`src/common/emg_consts.vh`:
```
`ifndef EMG_CONSTS_VH
`define EMG_CONSTS_VH

// Register offsets.
`define EMG_ADDR_ENG1_HI       8'h70
`define EMG_ADDR_ENG1_LO       8'h71
`define EMG_ADDR_ENG2_HI       8'h72
`define EMG_ADDR_ENG2_LO       8'h73
`define EMG_ADDR_ENG3_HI       8'h74
`define EMG_ADDR_ENG3_LO       8'h75
`define EMG_ADDR_GAIN_CTRL     8'h76

// Field positions of the high mapping bytes.
`define EMG_HI_GPO_BIT         7
`define EMG_HI_OUT9_BIT        0

// Field positions of the gain change control register.
`define EMG_GAIN_THR_HI        7
`define EMG_GAIN_THR_LO        6
`define EMG_GAIN_ADAPT_BIT     5
`define EMG_GAIN_TSEL_HI       4
`define EMG_GAIN_TSEL_LO       3
`define EMG_GAIN_TEN_BIT       2

// Reset values.
`define EMG_MAP_RESET          8'h00
`define EMG_GAIN_RESET         6'h00

// Timer period select codes.
`define EMG_TSEL_5MS           2'h0
`define EMG_TSEL_10MS          2'h1
`define EMG_TSEL_50MS          2'h2
`define EMG_TSEL_INF           2'h3

// Timing.
`define EMG_CLK_MHZ            25
`define EMG_T5_US              5000
`define EMG_T10_US             10000
`define EMG_T50_US             50000
`define EMG_CYC_5MS            (`EMG_T5_US * `EMG_CLK_MHZ)
`define EMG_CYC_10MS           (`EMG_T10_US * `EMG_CLK_MHZ)
`define EMG_CYC_50MS           (`EMG_T50_US * `EMG_CLK_MHZ)

// Serial bus device address base; the value is arbitrary.
`define EMG_DEV_ADDR_BASE      7'h32

`endif

```
`src/rtl/emg_gain_timer.v`:
```
`timescale 1ns/1ps
`include "emg_consts.vh"

module emg_gain_timer #(
    parameter CNT_W    = 21,
    parameter CNT_5MS  = `EMG_CYC_5MS,
    parameter CNT_10MS = `EMG_CYC_10MS,
    parameter CNT_50MS = `EMG_CYC_50MS
) (
    // Clock and reset.
    input  wire             mclk,
    input  wire             rst_b,
    // Control.
    input  wire             timer_en,
    input  wire [1:0]       period_sel,
    input  wire             gain_is_1p5,
    // Result.
    output reg              return_1x_ff
);

    reg  [CNT_W-1:0] cnt_ff;
    reg  [CNT_W-1:0] limit;
    wire             run;

    always @* begin
        case (period_sel)
            `EMG_TSEL_5MS:  limit = CNT_5MS[CNT_W-1:0];
            `EMG_TSEL_10MS: limit = CNT_10MS[CNT_W-1:0];
            `EMG_TSEL_50MS: limit = CNT_50MS[CNT_W-1:0];
            default:        limit = {CNT_W{1'b0}};
        endcase
    end

    assign run = timer_en & gain_is_1p5 & (period_sel != `EMG_TSEL_INF);

    always @(posedge mclk or negedge rst_b) begin
        if (!rst_b) begin
            cnt_ff       <= {CNT_W{1'b0}};
            return_1x_ff <= 1'b0;
        end else if (!run) begin
            cnt_ff       <= {CNT_W{1'b0}};
            return_1x_ff <= 1'b0;
        end else if (cnt_ff >= limit - 1'b1) begin
            cnt_ff       <= {CNT_W{1'b0}};
            return_1x_ff <= 1'b1;
        end else begin
            cnt_ff       <= cnt_ff + 1'b1;
            return_1x_ff <= 1'b0;
        end
    end

endmodule

```
`src/rtl/emg_map_gain_regs.v`:
```
`timescale 1ns/1ps
`include "emg_consts.vh"

module emg_map_gain_regs #(
    parameter CNT_5MS  = `EMG_CYC_5MS,
    parameter CNT_10MS = `EMG_CYC_10MS,
    parameter CNT_50MS = `EMG_CYC_50MS
) (
    // Clock and reset.
    input  wire       mclk,
    input  wire       rst_b,
    // Two-wire serial bus.
    input  wire       scl_in,
    input  wire       sda_in,
    output wire       sda_out,
    output reg        sda_oe_ff,
    input  wire [1:0] addr_sel,
    // Engine ownership of outputs.
    input  wire [8:0] eng1_led_map,
    input  wire       eng1_gpo_map,
    input  wire [8:0] eng2_led_map,
    input  wire       eng2_gpo_map,
    input  wire [8:0] eng3_led_map,
    input  wire       eng3_gpo_map,
    // Charge pump control.
    input  wire       gain_is_1p5,
    output wire [1:0] gain_change_threshold_select,
    output wire       adaptive_threshold_enable,
    output wire       gain_return_timer_enable,
    output wire [1:0] gain_return_period_select,
    output wire       gain_return_1x
);

    localparam ST_IDLE = 3'h0;
    localparam ST_ADDR = 3'h1;
    localparam ST_ACKA = 3'h2;
    localparam ST_WR   = 3'h3;
    localparam ST_ACKW = 3'h4;
    localparam ST_RD   = 3'h5;
    localparam ST_RACK = 3'h6;

    // Fixed upper part of the device address.
    localparam [6:0] DEV_BASE = `EMG_DEV_ADDR_BASE;

    // Synchronisers and edge history.
    reg  [1:0] scl_sync_ff;
    reg  [1:0] sda_sync_ff;
    reg  [1:0] asel_sync1_ff;
    reg  [1:0] asel_sync2_ff;
    reg        scl_d_ff;
    reg        sda_d_ff;
    wire       scl_s;
    wire       sda_s;
    wire       scl_rise;
    wire       scl_fall;
    wire       bus_start;
    wire       bus_stop;
    wire [6:0] dev_addr;
    wire [7:0] rd_byte;

    // Protocol state.
    reg  [2:0] state_ff;
    reg  [3:0] bit_cnt_ff;
    reg  [7:0] shift_ff;
    reg  [7:0] tx_ff;
    reg  [7:0] ptr_ff;
    reg        first_ff;
    reg        acked_ff;

    // Register contents.
    reg  [7:0] eng1_hi_ff;
    reg  [7:0] eng1_lo_ff;
    reg  [7:0] eng2_hi_ff;
    reg  [7:0] eng2_lo_ff;
    reg  [7:0] eng3_hi_ff;
    reg  [7:0] eng3_lo_ff;
    reg  [5:0] gain_ff;

    function [7:0] hi_byte;
        input       general_output_pin;
        input       out9;
        begin
            hi_byte = 8'h00;
            hi_byte[`EMG_HI_GPO_BIT]  = general_output_pin;
            hi_byte[`EMG_HI_OUT9_BIT] = out9;
        end
    endfunction

    function [7:0] read_reg;
        input [7:0] a;
        begin
            case (a)
                `EMG_ADDR_ENG1_HI:   read_reg = eng1_hi_ff;
                `EMG_ADDR_ENG1_LO:   read_reg = eng1_lo_ff;
                `EMG_ADDR_ENG2_HI:   read_reg = eng2_hi_ff;
                `EMG_ADDR_ENG2_LO:   read_reg = eng2_lo_ff;
                `EMG_ADDR_ENG3_HI:   read_reg = eng3_hi_ff;
                `EMG_ADDR_ENG3_LO:   read_reg = eng3_lo_ff;
                `EMG_ADDR_GAIN_CTRL: read_reg = {gain_ff, 2'h0};
                default:             read_reg = 8'h00;
            endcase
        end
    endfunction

    // Open drain pin only ever pulls low.
    assign sda_out = 1'b0;

    always @(posedge mclk or negedge rst_b) begin
        if (!rst_b) begin
            scl_sync_ff   <= 2'h3;
            sda_sync_ff   <= 2'h3;
            asel_sync1_ff <= 2'h0;
            asel_sync2_ff <= 2'h0;
            scl_d_ff      <= 1'b1;
            sda_d_ff      <= 1'b1;
        end else begin
            scl_sync_ff   <= {scl_sync_ff[0], scl_in};
            sda_sync_ff   <= {sda_sync_ff[0], sda_in};
            asel_sync1_ff <= addr_sel;
            asel_sync2_ff <= asel_sync1_ff;
            scl_d_ff      <= scl_sync_ff[1];
            sda_d_ff      <= sda_sync_ff[1];
        end
    end

    assign scl_s     = scl_sync_ff[1];
    assign sda_s     = sda_sync_ff[1];
    assign scl_rise  = scl_s & ~scl_d_ff;
    assign scl_fall  = ~scl_s & scl_d_ff;
    assign bus_start = scl_s & scl_d_ff & sda_d_ff & ~sda_s;
    assign bus_stop  = scl_s & scl_d_ff & ~sda_d_ff & sda_s;
    assign dev_addr  = {DEV_BASE[6:2], asel_sync2_ff};
    assign rd_byte   = read_reg(ptr_ff);

    always @(posedge mclk or negedge rst_b) begin
        if (!rst_b) begin
            state_ff   <= ST_IDLE;
            bit_cnt_ff <= 4'h0;
            shift_ff   <= 8'h00;
            tx_ff      <= 8'h00;
            ptr_ff     <= 8'h00;
            first_ff   <= 1'b0;
            acked_ff   <= 1'b0;
            sda_oe_ff  <= 1'b0;
            gain_ff    <= `EMG_GAIN_RESET;
        end else if (bus_stop) begin
            state_ff  <= ST_IDLE;
            sda_oe_ff <= 1'b0;
        end else if (bus_start) begin
            state_ff   <= ST_ADDR;
            bit_cnt_ff <= 4'h0;
            sda_oe_ff  <= 1'b0;
        end else begin
            case (state_ff)
                ST_IDLE: begin
                    sda_oe_ff <= 1'b0;
                end
                ST_ADDR: begin
                    if (scl_rise) begin
                        shift_ff   <= {shift_ff[6:0], sda_s};
                        bit_cnt_ff <= bit_cnt_ff + 4'h1;
                    end else if (scl_fall && bit_cnt_ff == 4'h8) begin
                        if (shift_ff[7:1] == dev_addr) begin
                            acked_ff  <= shift_ff[0];
                            sda_oe_ff <= 1'b1;
                            state_ff  <= ST_ACKA;
                        end else begin
                            state_ff <= ST_IDLE;
                        end
                    end
                end
                ST_ACKA: begin
                    if (scl_fall) begin
                        bit_cnt_ff <= 4'h0;
                        if (acked_ff) begin
                            tx_ff     <= read_reg(ptr_ff);
                            sda_oe_ff <= ~rd_byte[7];
                            state_ff  <= ST_RD;
                        end else begin
                            sda_oe_ff <= 1'b0;
                            first_ff  <= 1'b1;
                            state_ff  <= ST_WR;
                        end
                    end
                end
                ST_WR: begin
                    if (scl_rise) begin
                        shift_ff   <= {shift_ff[6:0], sda_s};
                        bit_cnt_ff <= bit_cnt_ff + 4'h1;
                    end else if (scl_fall && bit_cnt_ff == 4'h8) begin
                        sda_oe_ff <= 1'b1;
                        state_ff  <= ST_ACKW;
                        if (first_ff) begin
                            ptr_ff   <= shift_ff;
                            first_ff <= 1'b0;
                        end else begin
                            if (ptr_ff == `EMG_ADDR_GAIN_CTRL) begin
                                gain_ff <= shift_ff[7:2];
                            end
                            ptr_ff <= ptr_ff + 8'h01;
                        end
                    end
                end
                ST_ACKW: begin
                    if (scl_fall) begin
                        sda_oe_ff  <= 1'b0;
                        bit_cnt_ff <= 4'h0;
                        state_ff   <= ST_WR;
                    end
                end
                ST_RD: begin
                    if (scl_fall) begin
                        if (bit_cnt_ff == 4'h7) begin
                            sda_oe_ff <= 1'b0;
                            ptr_ff    <= ptr_ff + 8'h01;
                            state_ff  <= ST_RACK;
                        end else begin
                            bit_cnt_ff <= bit_cnt_ff + 4'h1;
                            tx_ff      <= {tx_ff[6:0], 1'b0};
                            sda_oe_ff  <= ~tx_ff[6];
                        end
                    end
                end
                ST_RACK: begin
                    if (scl_rise) begin
                        acked_ff <= ~sda_s;
                    end else if (scl_fall) begin
                        bit_cnt_ff <= 4'h0;
                        if (acked_ff) begin
                            tx_ff     <= read_reg(ptr_ff);
                            sda_oe_ff <= ~rd_byte[7];
                            state_ff  <= ST_RD;
                        end else begin
                            state_ff <= ST_IDLE;
                        end
                    end
                end
                default: begin
                    state_ff  <= ST_IDLE;
                    sda_oe_ff <= 1'b0;
                end
            endcase
        end
    end

    // Mapping bytes follow the engines only.
    always @(posedge mclk or negedge rst_b) begin
        if (!rst_b) begin
            eng1_hi_ff <= `EMG_MAP_RESET;
            eng1_lo_ff <= `EMG_MAP_RESET;
            eng2_hi_ff <= `EMG_MAP_RESET;
            eng2_lo_ff <= `EMG_MAP_RESET;
            eng3_hi_ff <= `EMG_MAP_RESET;
            eng3_lo_ff <= `EMG_MAP_RESET;
        end else begin
            eng1_hi_ff <= hi_byte(eng1_gpo_map, eng1_led_map[8]);
            eng1_lo_ff <= eng1_led_map[7:0];
            eng2_hi_ff <= hi_byte(eng2_gpo_map, eng2_led_map[8]);
            eng2_lo_ff <= eng2_led_map[7:0];
            eng3_hi_ff <= hi_byte(eng3_gpo_map, eng3_led_map[8]);
            eng3_lo_ff <= eng3_led_map[7:0];
        end
    end

    assign gain_change_threshold_select = gain_ff[`EMG_GAIN_THR_HI-2:`EMG_GAIN_THR_LO-2];
    assign adaptive_threshold_enable    = gain_ff[`EMG_GAIN_ADAPT_BIT-2];
    assign gain_return_period_select    = gain_ff[`EMG_GAIN_TSEL_HI-2:`EMG_GAIN_TSEL_LO-2];
    assign gain_return_timer_enable     = gain_ff[`EMG_GAIN_TEN_BIT-2];

    emg_gain_timer #(
        .CNT_W    (21),
        .CNT_5MS  (CNT_5MS),
        .CNT_10MS (CNT_10MS),
        .CNT_50MS (CNT_50MS)
    ) u_timer (
        .mclk         (mclk),
        .rst_b        (rst_b),
        .timer_en     (gain_return_timer_enable),
        .period_sel   (gain_return_period_select),
        .gain_is_1p5  (gain_is_1p5),
        .return_1x_ff (gain_return_1x)
    );

endmodule

```
`config.mk`:
```
export PLATFORM = sky130hd
export DESIGN_NAME = emg_map_gain_regs
export DESIGN_NICKNAME = d
export VERILOG_FILES = /design/src/rtl/emg_gain_timer.v /design/src/rtl/emg_map_gain_regs.v
export VERILOG_INCLUDE_DIRS = /design/src /design/src/common
export SDC_FILE = /design/constraint.sdc
export NUM_CORES = 1
export LEC_CHECK = 0
export ABC_AREA = 0
export BUFFER_PORTS_ARGS = -buffer_cell sky130_fd_sc_hd__buf_4
export CORE_MARGIN = 1.5
export CORE_UTILIZATION = 38
export DETAILED_ROUTE_END_ITERATION = 7
export GPL_TIMING_DRIVEN = 0
export PLACE_DENSITY = 0.65
export RECOVER_POWER = 50
export SETUP_SLACK_MARGIN = 0.02
export SLEW_MARGIN = 20
export SYNTH_ARGS = -nofsm -noshare
export SYNTH_HDL_FRONTEND = slang
export SYNTH_SLANG_ARGS = --single-unit
export TNS_END_PERCENT = 50
```
`constraint.sdc`:
```
create_clock -name mclk -period 3 [get_ports mclk]
set_input_delay 0.15 -clock mclk [delete_from_list [all_inputs] [get_ports mclk]]
set_output_delay 0.15 -clock mclk [all_outputs]
set_load 0.02 [all_outputs]
```
==> metrics.csv, run 1 <==
stage,metric,value,unit
floorplan,row cnt,42,
hold_path,worst min path class,in -> reg,
placement,PortBufs,44,
route,DRT Pass-1 Iters,8,
clock_tree,Clock Path Buffers,2,
timing,RSZ-0062 raised after global routing,no,
route,DR iter-0 viols,245,
floorplan,io pins,46,
yosys,asr flop ratio synth,100,%
yosys,sequential fraction of the synthesis area,49.6,%
timing,final hold vios,0,
clock_tree,clock-pin slew on the worst setup and hold paths,0.07,ns
layout,area of the multi-input gates,0.00243,mm^2
placement,DPL Wire Length,8000,um
yosys,Syn Area/Cell,10.5,um^2
global_route,initial antenna violation count,0,
yosys,Synth area leaders,"dfrtp_1 (47%), ha_1 (7.6%), mux2_2 (4.2%), nor2_1 (4.0%), dfstp_2 (3.1%)",
layout,most frequent cells in the layout,"dfrtp_1 (93), nor2_1 (54), dlygate4sd3_1 (35)",
timing,setup_tns,0,ns
run_status,status,finished clean,
global_route,first-pass GRT wire length,19900,um
setup_path,required time of the critical path,3.29,ns
setup_path,Crit path top cell by count,ha_1,
floorplan,Initial Util,38.8,%
setup_path,CP Data Arrival Time,2.90,ns
timing,Slew @ Worst Pin,0.904,ns
route,routed wire length,11600,um
timing,worst setup margin,0.389,ns
route,routed vias,4048,
pwr,Leakage Power,2.70,nW
timing,crit path time final,2.61,ns
placement,gpl congestion,0.886,
layout,"most common cell after layout, fill and taps aside",dfrtp_1,
timing,# setup viols final,0,
setup_path,"CP delay by family, top",compound AO/OA/AOI/OAI gates,
yosys,cell count after synthesis,486,
timing,fmax,0.383,GHz
clock_tree,"Clk Latency, worst-skew pair",0.36,ns
timing,Max-slew headroom,39.7,%
route,Vias/cell,5.34,
yosys,"Distinct cells, synth",65,
floorplan,Die Y-Extent,119,um
clock_tree,Root Buffer Master,clkbuf_16,
layout,Register Area,0.00254,mm^2
global_route,vias in the first global route,4110,
yosys,Post-synth EDFFs,0,
floorplan,Die ar.,0.0142,mm^2
setup_path,CP Launch Type,register,
clock_tree,CTS Buf Count,9,
clock_tree,setup bufs post-CTS,0,
yosys,synthesized cell area,0.00511,mm^2
setup_path,CP endpoint kind,register,
route,Post-DRT Antenna Nets,0,
route,Remaining DRCs,0,
timing,clk_skew,0.0111,ns
clock_tree,CTS H-tree depth,3,
yosys,"Top FF cell, synth",dfrtp_1,
setup_path,crit-path max FO,10,
setup_path,CP cell instances,inv_1 > ha_1 > ha_1 > a21oi_1 > o21ai_0 > a2111oi_0 > nand3_1 > clkbuf_1 > nor2_1,
layout,"Area growth, synth to finish",23.5,%
global_route,Congestion Overflow GR,0,
setup_path,Crit Path Class,reg -> reg,
setup_path,worst path bufs/invs,2,
hold_path,Hold Path Depth,3,
clock_tree,TritonCTS Sinks,101,
setup_path,R2R Setup Slk,0.39,ns
setup_path,R2R Path Start,gain_ff[1]$_DFFE_PN0P_,
yosys,YS warnings,0,
timing,fin crit share,87.0,%
setup_path,slowest CP cell,dfrtp_2,
clock_tree,CTS tree,yes,
flow_run,MaxCap Viol Count,0,
floorplan,die width,119,um
yosys,Yosys reg bits,101,
layout,Layout Nets,645,
placement,Place WS,0.219,ns
pwr,Cell Pwr Density,493,mW/mm^2
yosys,"area leader, netlist",dfrtp_1,
pwr,VDD IR max,0.000383,V
yosys,share of the synthesized area in the top cell type,46.5,%
layout,layout cells sized above 1,16.0,%
setup_path,worst reg-to-reg path cell count,9,
hold_path,end of the worst hold path,u_timer.return_1x_ff$_DFF_PN0_,
global_route,GRT Util Overall,17.7,%
floorplan,core area,0.0132,mm^2
hold_path,worst hold start,gain_is_1p5,
setup_path,"slowest stage delay, CP",0.50,ns
timing,max-slew violation count,0,
route,WL/cell,15.3,um
setup_path,RR Endpoint,u_timer.cnt_ff[3]$_DFF_PN0_,
layout,fillcell total,1201,
layout,n_diodes,0,
global_route,largest net degree at the start of global routing,102,
==> final cells by class <==
class | instances | share of cell area, %
Inverter | 17 | 1.01
Sequential cell | 101 | 40.2
Buffer | 18 | 1.37
Multi-Input combinational cell | 351 | 38.5
Timing Repair Buffer | 79 | 10.5
Clock inverter | 6 | 1.21
Clock buffer | 10 | 3.78
Tap cell | 176 | 3.49
==> through the flow <==
step                utilization [%]  cells  hold slack (ns)  cell area (um^2)  power (W)
CTS                            48.0    758           0.0495              6340    0.00316
global route                   47.9    758           0.0750              6320    0.00326
finish                         47.9    758           0.0693              6320    0.00311
floorplan                         -    487           -0.146              5120    0.00172
global placement               43.0    707            0.260              5670    0.00185
detailed placement             43.0    707            0.260              5670    0.00188
==> flip-flops by register name (all words and copies together) (netlist names), 3 cells and up <==
name,flops
bit_cnt_ff,4
ptr_ff,8
state_ff,3
tx_ff,7
eng3_lo_ff,8
u_timer.cnt_ff,21
gain_ff,6
eng1_lo_ff,8
eng2_lo_ff,8
shift_ff,8
==> power by group <==
group	switching, W	internal, W	total [W]	leakage, nW
combinational	0.000134	0.000169	0.000303	1.26
sequential	0.000112	0.00146	0.00157	1.28
clock	0.000550	0.000686	0.00124	0.156
total	0.000796	0.00232	0.00311	2.70
==> cell families after synthesis <==
| logic type | after synthesis | synth area share [%] |
|---|---|---|
| flip-flops | 101 | 49.6 |
| adder cells (fa/ha/maj) | 31 | 7.59 |
| AND/OR/NAND/NOR | 166 | 16.5 |
| other | 1 | 0.0734 |
| buffers and inverters | 35 | 2.94 |
| AO/OA/AOI/OAI | 103 | 13.8 |
| multiplexers | 27 | 5.75 |
| XOR/XNOR | 22 | 3.77 |
==> repair_timing <==
item,CTS,global route
endpoints found under the setup margin,0,15
hold endpoints to repair,129,0
hold buffers,35,0
gates resized for setup,0,2
==> routing by layer <==
metal | wire (um) | share of wire, % | GRT usage, %
met5 | 0 | 0 | 0
met4 | 148 | 1.3 | 6.55
met3 | 448 | 3.9 | 3.11
met2 | 5740 | 49 | 30.3
met1 | 5270 | 45 | 22.3
==> cells in the mapped netlist, types with 4 or more instances <==
| master | instances |
|---|---|
| a221oi_1 | 5 |
| nand3_1 | 27 |
| inv_1 | 17 |
| mux2_2 | 19 |
| dfrtp_1 | 95 |
| and2_1 | 4 |
| nor3_1 | 6 |
| mux2i_1 | 8 |
| dfstp_2 | 6 |
| nand2_1 | 29 |
| a32oi_1 | 4 |
| o21ai_0 | 20 |
| and3_1 | 6 |
| nand3b_1 | 4 |
| o31ai_1 | 4 |
| nor2b_1 | 4 |
| o211ai_1 | 7 |
| clkbuf_1 | 12 |
| nand4_1 | 10 |
| xnor2_1 | 11 |
| nor2_1 | 54 |
| xor2_1 | 11 |
| a21oi_1 | 25 |
| ha_1 | 31 |
==> worst max path at each step <==
stage	cells past startpoint	slack, ns	startpoint	to
after floorplan	9	0.72	gain_ff[1]$_DFFE_PN0P_	u_timer.cnt_ff[10]$_DFF_PN0_
after global placement	9	0.31	gain_ff[2]$_DFFE_PN0P_	u_timer.cnt_ff[11]$_DFF_PN0_
after detailed placement	9	0.22	gain_ff[1]$_DFFE_PN0P_	u_timer.cnt_ff[9]$_DFF_PN0_
after CTS	9	0.20	gain_ff[1]$_DFFE_PN0P_	u_timer.cnt_ff[9]$_DFF_PN0_
after global routing	9	0.10	gain_ff[1]$_DFFE_PN0P_	u_timer.cnt_ff[3]$_DFF_PN0_
final	9	0.39	gain_ff[1]$_DFFE_PN0P_	u_timer.cnt_ff[3]$_DFF_PN0_
==> worst reg2reg max path, stage by stage (launching register included) <==
cell,delay (ns)
dfrtp_2,0.50
inv_1,0.12
ha_1,0.23
ha_1,0.30
a21oi_1,0.14
o21ai_0,0.12
a2111oi_0,0.44
nand3_1,0.22
clkbuf_1,0.29
nor2_1,0.18
No activity file was read; power rests on OpenSTA's default activity.
==> inputs of run 2 (changes only) <==
Settings changed: BUFFER_PORTS_ARGS -buffer_cell sky130_fd_sc_hd__buf_4 to default, CORE_UTILIZATION 38 to 63, DONT_BUFFER_PORTS from default to 1, PLACE_DENSITY 0.65 to 0.89.
==> metrics.csv, run 2 (synthesized netlist as in run 1, its figures left out) <==
stage,metric,value,unit,change
global_route,initial antenna violation count,0,,unchanged
clock_tree,TritonCTS Sinks,101,,unchanged
floorplan,Die Y-Extent,93.1,um,-22%
layout,"most common cell after layout, fill and taps aside",dfrtp_1,,
route,routed wire length,12700,um,+9.7%
global_route,first-pass GRT wire length,20900,um,+5.3%
floorplan,Die ar.,0.00866,mm^2,-39%
pwr,"Power, Total",0.00271,W,-13%
timing,RSZ-0062 raised after global routing,no,,
clock_tree,Clock Path Buffers,2,,unchanged
clock_tree,setup bufs post-CTS,0,,unchanged
clock_tree,CTS Buf Count,9,,unchanged
layout,n_diodes,0,,unchanged
timing,setup_tns,0,ns,unchanged
clock_tree,Root Buffer Master,clkbuf_8,,
layout,Largest register FFs,21,,unchanged
layout,"Area growth, synth to finish",13.5,%,
global_route,met2 layer usage reported by global route,54.0,%,+24 points
timing,clk_skew,0.0176,ns,+0.00648 ns
global_route,global routing's busiest layer,met2,,
route,WL/cell,19.8,um,+30%
floorplan,die width,93.1,um,-22%
global_route,largest net degree at the start of global routing,102,,unchanged
timing,# setup viols final,0,,unchanged
floorplan,Initial Util,65.5,%,+27 points
placement,gpl congestion,0.880,,-0.64%
run_status,status,"complete, but fails checks",,
timing,final hold vios,0,,unchanged
placement,DPL Wire Length,7820,um,-2.2%
hold_path,Hold Path Depth,1,,-2
clock_tree,"Clk Latency, worst-skew pair",0.39,ns,+0.03 ns
flow_run,MaxCap Viol Count,1,,+1
clock_tree,clock-pin slew on the worst setup and hold paths,0.11,ns,+0.04 ns
global_route,vias in the first global route,4255,,+3.5%
setup_path,required time of the critical path,3.31,ns,+0.02 ns
route,Remaining DRCs,0,,unchanged
global_route,global-route met1 utilization,37.8,%,+15 points
route,DRT Pass-1 Iters,5,,-3
clock_tree,CTS tree,yes,,
clock_tree,CTS H-tree depth,3,,unchanged
placement,PortBufs,0,,-100%
floorplan,core area,0.00781,mm^2,-41%
global_route,Congestion Overflow GR,0,,unchanged
pwr,Cell Pwr Density,467,mW/mm^2,-5.1%
setup_path,CP Launch Type,register,,
layout,most frequent cells in the layout,"dfrtp_1 (93), nor2_1 (54), dlygate4sd3_1 (36)",,
timing,fin crit share,93.6,%,+6.6 points
setup_path,CP Data Arrival Time,3.12,ns,+0.22 ns
timing,max-slew violation count,102,,+102
route,routed vias,4220,,+4.2%
setup_path,worst reg-to-reg path cell count,9,,unchanged
route,DR iter-0 viols,387,,+58%
timing,Slew @ Worst Pin,2.13,ns,+1.23 ns
global_route,met3 usage,6.10,%,+3.0 points
floorplan,row cnt,32,,-24%
setup_path,Crit Path Class,reg -> reg,,
run_status,violated checks,"capacitance limit, slew limit",,
global_route,GRT Util Overall,31.6,%,+14 points
floorplan,io pins,46,,unchanged
hold_path,worst min path class,in -> reg,,
timing,crit path time final,2.81,ns,+0.199 ns
route,Post-DRT Antenna Nets,0,,unchanged
pwr,VDD IR max,0.000474,V,+24%
setup_path,CP endpoint kind,register,,
layout,layout cells sized above 1,10.4,%,-5.6 points
pwr,Leakage Power,2.46,nW,-8.8%
setup_path,crit-path max FO,10,,unchanged
layout,most flop-heavy register,u_timer.cnt_ff,,
layout,fillcell total,484,,-60%
layout,Layout Nets,603,,-6.5%
route,Vias/cell,6.57,,+23%
timing,fmax,0.356,GHz,-7.1%
timing,Max-slew headroom,-42.1,%,-82 points
run 2: cell count changes in the layout (fill, tap and decap cells not counted), moves of 3 or more:
cell,before,now
buf_4,5,2
clkbuf_1,18,12
clkbuf_16,9,0
clkbuf_4,34,0
clkbuf_8,1,9
run 2: metrics by stage:
| step | util, % | worst slack (ns) | cell area (um^2) | hold WS, ns | std cells |
|---|---|---|---|---|---|
| finish | 74.3 | 0.191 | 5800 | 0.307 | 642 |
| global route | 74.3 | 0.0554 | 5800 | 0.300 | 642 |
| CTS | 74.6 | 0.0940 | 5820 | 0.305 | 642 |
| detailed placement | 67.2 | 0.122 | 5240 | -0.143 | 589 |
| global placement | 67.2 | 0.230 | 5240 | -0.144 | 589 |
| floorplan | - | 0.718 | 5120 | -0.146 | 487 |
run 2: per-layer routing:
layer  wire [um]  part of all wire (%)
met1        4760                    37
met2        6610                    52
met4         489                   3.8
met5           0                     0
met3         873                   6.9
run 2: final timing paths:
path	to	from	slack, ns
min in group asynchronous	u_timer.cnt_ff[2]$_DFF_PN0_	rst_b	0.99
max in group asynchronous	gain_ff[1]$_DFFE_PN0P_	rst_b	0.64
worst max-delay path	u_timer.cnt_ff[15]$_DFF_PN0_	gain_ff[1]$_DFFE_PN0P_	0.19
worst min register to register	asel_sync2_ff[1]$_DFF_PN0_	asel_sync1_ff[1]$_DFF_PN0_	0.36
worst min-delay path	eng3_lo_ff[3]$_DFF_PN0_	eng3_led_map[3]	0.31
worst max register to register	u_timer.cnt_ff[15]$_DFF_PN0_	gain_ff[1]$_DFFE_PN0P_	0.19
run 2: area by class of cell:
type | instances | area, um^2 | area share, %
clock buffers | 9 | 124 | 2.14
clock inverters | 7 | 66.3 | 1.14
plain buffers | 18 | 86.3 | 1.49
flip-flops and latches | 101 | 2540 | 43.7
repair buffers | 37 | 365 | 6.30
well taps | 102 | 128 | 2.20
multi-input cells | 351 | 2430 | 41.9
inverters | 17 | 63.8 | 1.10
run 2: power breakdown:
group | total (W) | switching [W] | internal [W] | leakage, nW
Sequential | 0.00158 | 0.000120 | 0.00146 | 1.28
Combinational | 0.000274 | 0.000132 | 0.000142 | 1.08
Clock | 0.000857 | 0.000535 | 0.000322 | 0.0953
Total | 0.00271 | 0.000787 | 0.00192 | 2.46
run 2: repair_timing:
item | CTS | global route
hold buffers | 37 | 0
endpoints found under the setup margin | 0 | 20
resized for setup | 0 | 2
hold endpoints to repair | 136 | 0
run 2: worst max-delay path: stages, from the launching register on:
cell,delay [ns]
dfrtp_2,0.54
inv_1,0.13
ha_1,0.24
ha_1,0.30
a21oi_1,0.14
o21ai_0,0.14
a2111oi_0,0.56
nand3_1,0.20
clkbuf_1,0.30
nor2_1,0.18
==> inputs of run 3 (changes only) <==
Settings changed: CORE_ASPECT_RATIO from default to 0.5, CORE_UTILIZATION 63 to 57, PLACE_DENSITY 0.89 to 0.85.
Clock period 3 ns to 2.4 ns, I/O delays scaled along.
==> metrics.csv, run 3 (synthesized netlist as in run 1, its figures left out) <==
stage,metric,value,unit,change
setup_path,crit-path max FO,7,,-3
clock_tree,TritonCTS Sinks,101,,unchanged
run_status,status,"complete, but fails checks",,
clock_tree,CTS tree,yes,,
setup_path,required time of the critical path,2.67,ns,-0.64 ns
clock_tree,CTS H-tree depth,3,,unchanged
run_status,violated checks,hold timing,,
placement,Inst Count DP,604,,+2.5%
layout,fillcell total,566,,+17%
clock_tree,CTS hold repair buffers,35,,-5.4%
layout,"most common cell after layout, fill and taps aside",dfrtp_1,,
route,routed wire length,12200,um,-3.8%
timing,# setup viols final,0,,unchanged
placement,gpl congestion,0.927,,+5.3%
global_route,initial antenna violation count,0,,unchanged
clock_tree,CTS Buf Count,9,,unchanged
clock_tree,clock-pin slew on the worst setup and hold paths,0.07,ns,-0.04 ns
clock_tree,"Clk Latency, worst-skew pair",0.35,ns,-0.04 ns
route,DR iter-0 viols,362,,-6.5%
setup_path,CP Launch Type,register,,
floorplan,core area,0.00871,mm^2,+12%
floorplan,io pins,46,,unchanged
global_route,first-pass GRT wire length,19500,um,-6.8%
timing,RSZ-0062 raised after global routing,no,,
layout,layout cells sized above 1,14.5,%,+4.2 points
pwr,VDD IR max,0.000432,V,-8.8%
timing,max-slew violation count,0,,-100%
timing,Slew @ Worst Pin,0.800,ns,-1.33 ns
route,DRT Pass-1 Iters,5,,unchanged
timing,WHS,-0.530,ns,-0.837 ns
hold_path,worst min path class,in -> async,,
timing,Max-slew headroom,46.1,%,+88 points
placement,PortBufs,0,,unchanged
global_route,vias in the first global route,3971,,-6.7%
global_route,largest net degree at the start of global routing,102,,unchanged
floorplan,Initial Util,58.7,%,-6.8 points
layout,Non-Filler Instances,661,,+3.0%
clock_tree,Clock Path Buffers,2,,unchanged
clock_tree,Root Buffer Master,clkbuf_16,,
timing,clk_skew,0.00913,ns,-0.00845 ns
floorplan,Die ar.,0.00958,mm^2,+11%
timing,fmax,0.434,GHz,+22%
route,Post-DRT Antenna Nets,0,,unchanged
layout,Layout Nets,607,,+0.66%
route,Remaining DRCs,0,,unchanged
global_route,GRT Util Overall,26.8,%,-4.9 points
timing,final hold vios,101,,+101
setup_path,Crit Path Class,reg -> reg,,
layout,Largest register FFs,21,,unchanged
timing,crit path time final,2.30,ns,-0.507 ns
setup_path,CP endpoint kind,register,,
floorplan,Die Y-Extent,70.0,um,-25%
layout,"Area growth, synth to finish",20.0,%,
layout,most flop-heavy register,u_timer.cnt_ff,,
floorplan,die width,137,um,+47%
pwr,Cell Pwr Density,637,mW/mm^2,+36%
timing,fin crit share,95.9,%,+2.3 points
route,routed vias,4057,,-3.9%
global_route,Congestion Overflow GR,0,,unchanged
route,WL/cell,18.5,um,-6.6%
layout,n_diodes,0,,unchanged
flow_run,MaxCap Viol Count,0,,-1
floorplan,row cnt,24,,-25%
placement,DPL Wire Length,7430,um,-5.0%
layout,most frequent cells in the layout,"dfrtp_1 (93), nor2_1 (54), dlygate4sd3_1 (35)",,
route,Vias/cell,6.14,,-6.6%
timing,setup_tns,0,ns,unchanged
pwr,Leakage Power,2.56,nW,+4.2%
setup_path,CP Data Arrival Time,2.58,ns,-0.54 ns
==> run 3: stage by stage <==
step	total power (W)	instance area (um^2)	worst slack [ns]	utilization, %
6_report	0.00391	6140	0.0979	70.5
5_1_grt	0.00404	6140	0.000131	70.5
4_1_cts	0.00390	6050	0.0362	69.4
3_5_place_dp	0.00224	5260	-0.390	60.4
3_3_place_gp	0.00223	5260	-0.356	60.4
2_1_floorplan	0.00216	5120	0.118	-
==> run 3: routing by layer <==
layer,vias up,GRT usage [%],share of wire (%)
met3,40,7.33,7.6
met4,0,9.59,2.9
li1,1859,-,-
met5,-,0,0
met2,197,44.4,48
met1,1961,34.0,41
==> run 3: worst paths after layout <==
path,startpoint,slack (ns),depth (start not counted),to
min in group mclk,scl_in,0.31,1,scl_sync_ff[0]$_DFF_PN1_
min reg2reg,asel_sync1_ff[0]$_DFF_PN0_,0.35,0,asel_sync2_ff[0]$_DFF_PN0_
max,gain_ff[1]$_DFFE_PN0P_,0.1,10,u_timer.cnt_ff[7]$_DFF_PN0_
max reg2reg,gain_ff[1]$_DFFE_PN0P_,0.1,10,u_timer.cnt_ff[7]$_DFF_PN0_
min,rst_b,-0.53,0,u_timer.return_1x_ff$_DFF_PN0_
max in group asynchronous,rst_b,2.68,0,sda_d_ff$_DFF_PN1_
==> run 3: area by class of cell <==
cell class / count / area, um^2 / share of cell area [%]
buffer: 18 / 106 / 1.73
clock buffer: 11 / 243 / 3.96
clock inverter: 5 / 91.3 / 1.49
inverter: 17 / 73.8 / 1.20
multi-input combinational: 351 / 2540 / 41.4
sequential: 101 / 2540 / 41.4
tap: 117 / 146 / 2.39
timing repair buffer: 41 / 395 / 6.44
==> run 3: critical path: stages (launching register included) <==
cell and delay [ns]:
dfrtp_2 0.56, inv_4 0.08, ha_2 0.23, ha_1 0.21, a21oi_1 0.19, o21ai_2 0.12
a2111oi_4 0.30, nand3_1 0.11, buf_4 0.17, clkbuf_8 0.15, nor2_1 0.11
==> run 3: power breakdown <==
part / internal, W / switching (W) / total (W)
Combinational: 0.000176 / 0.000131 / 0.000306
Sequential: 0.00183 / 0.000148 / 0.00197
Clock: 0.000960 / 0.000670 / 0.00163
==> run 3: what timing repair did <==
item,CTS,global route
buffers inserted,2,2
hold endpoints to repair,136,101
pin swaps,3,3
resized for setup,21,15
setup endpoints to repair,22,23
cloned,2,0
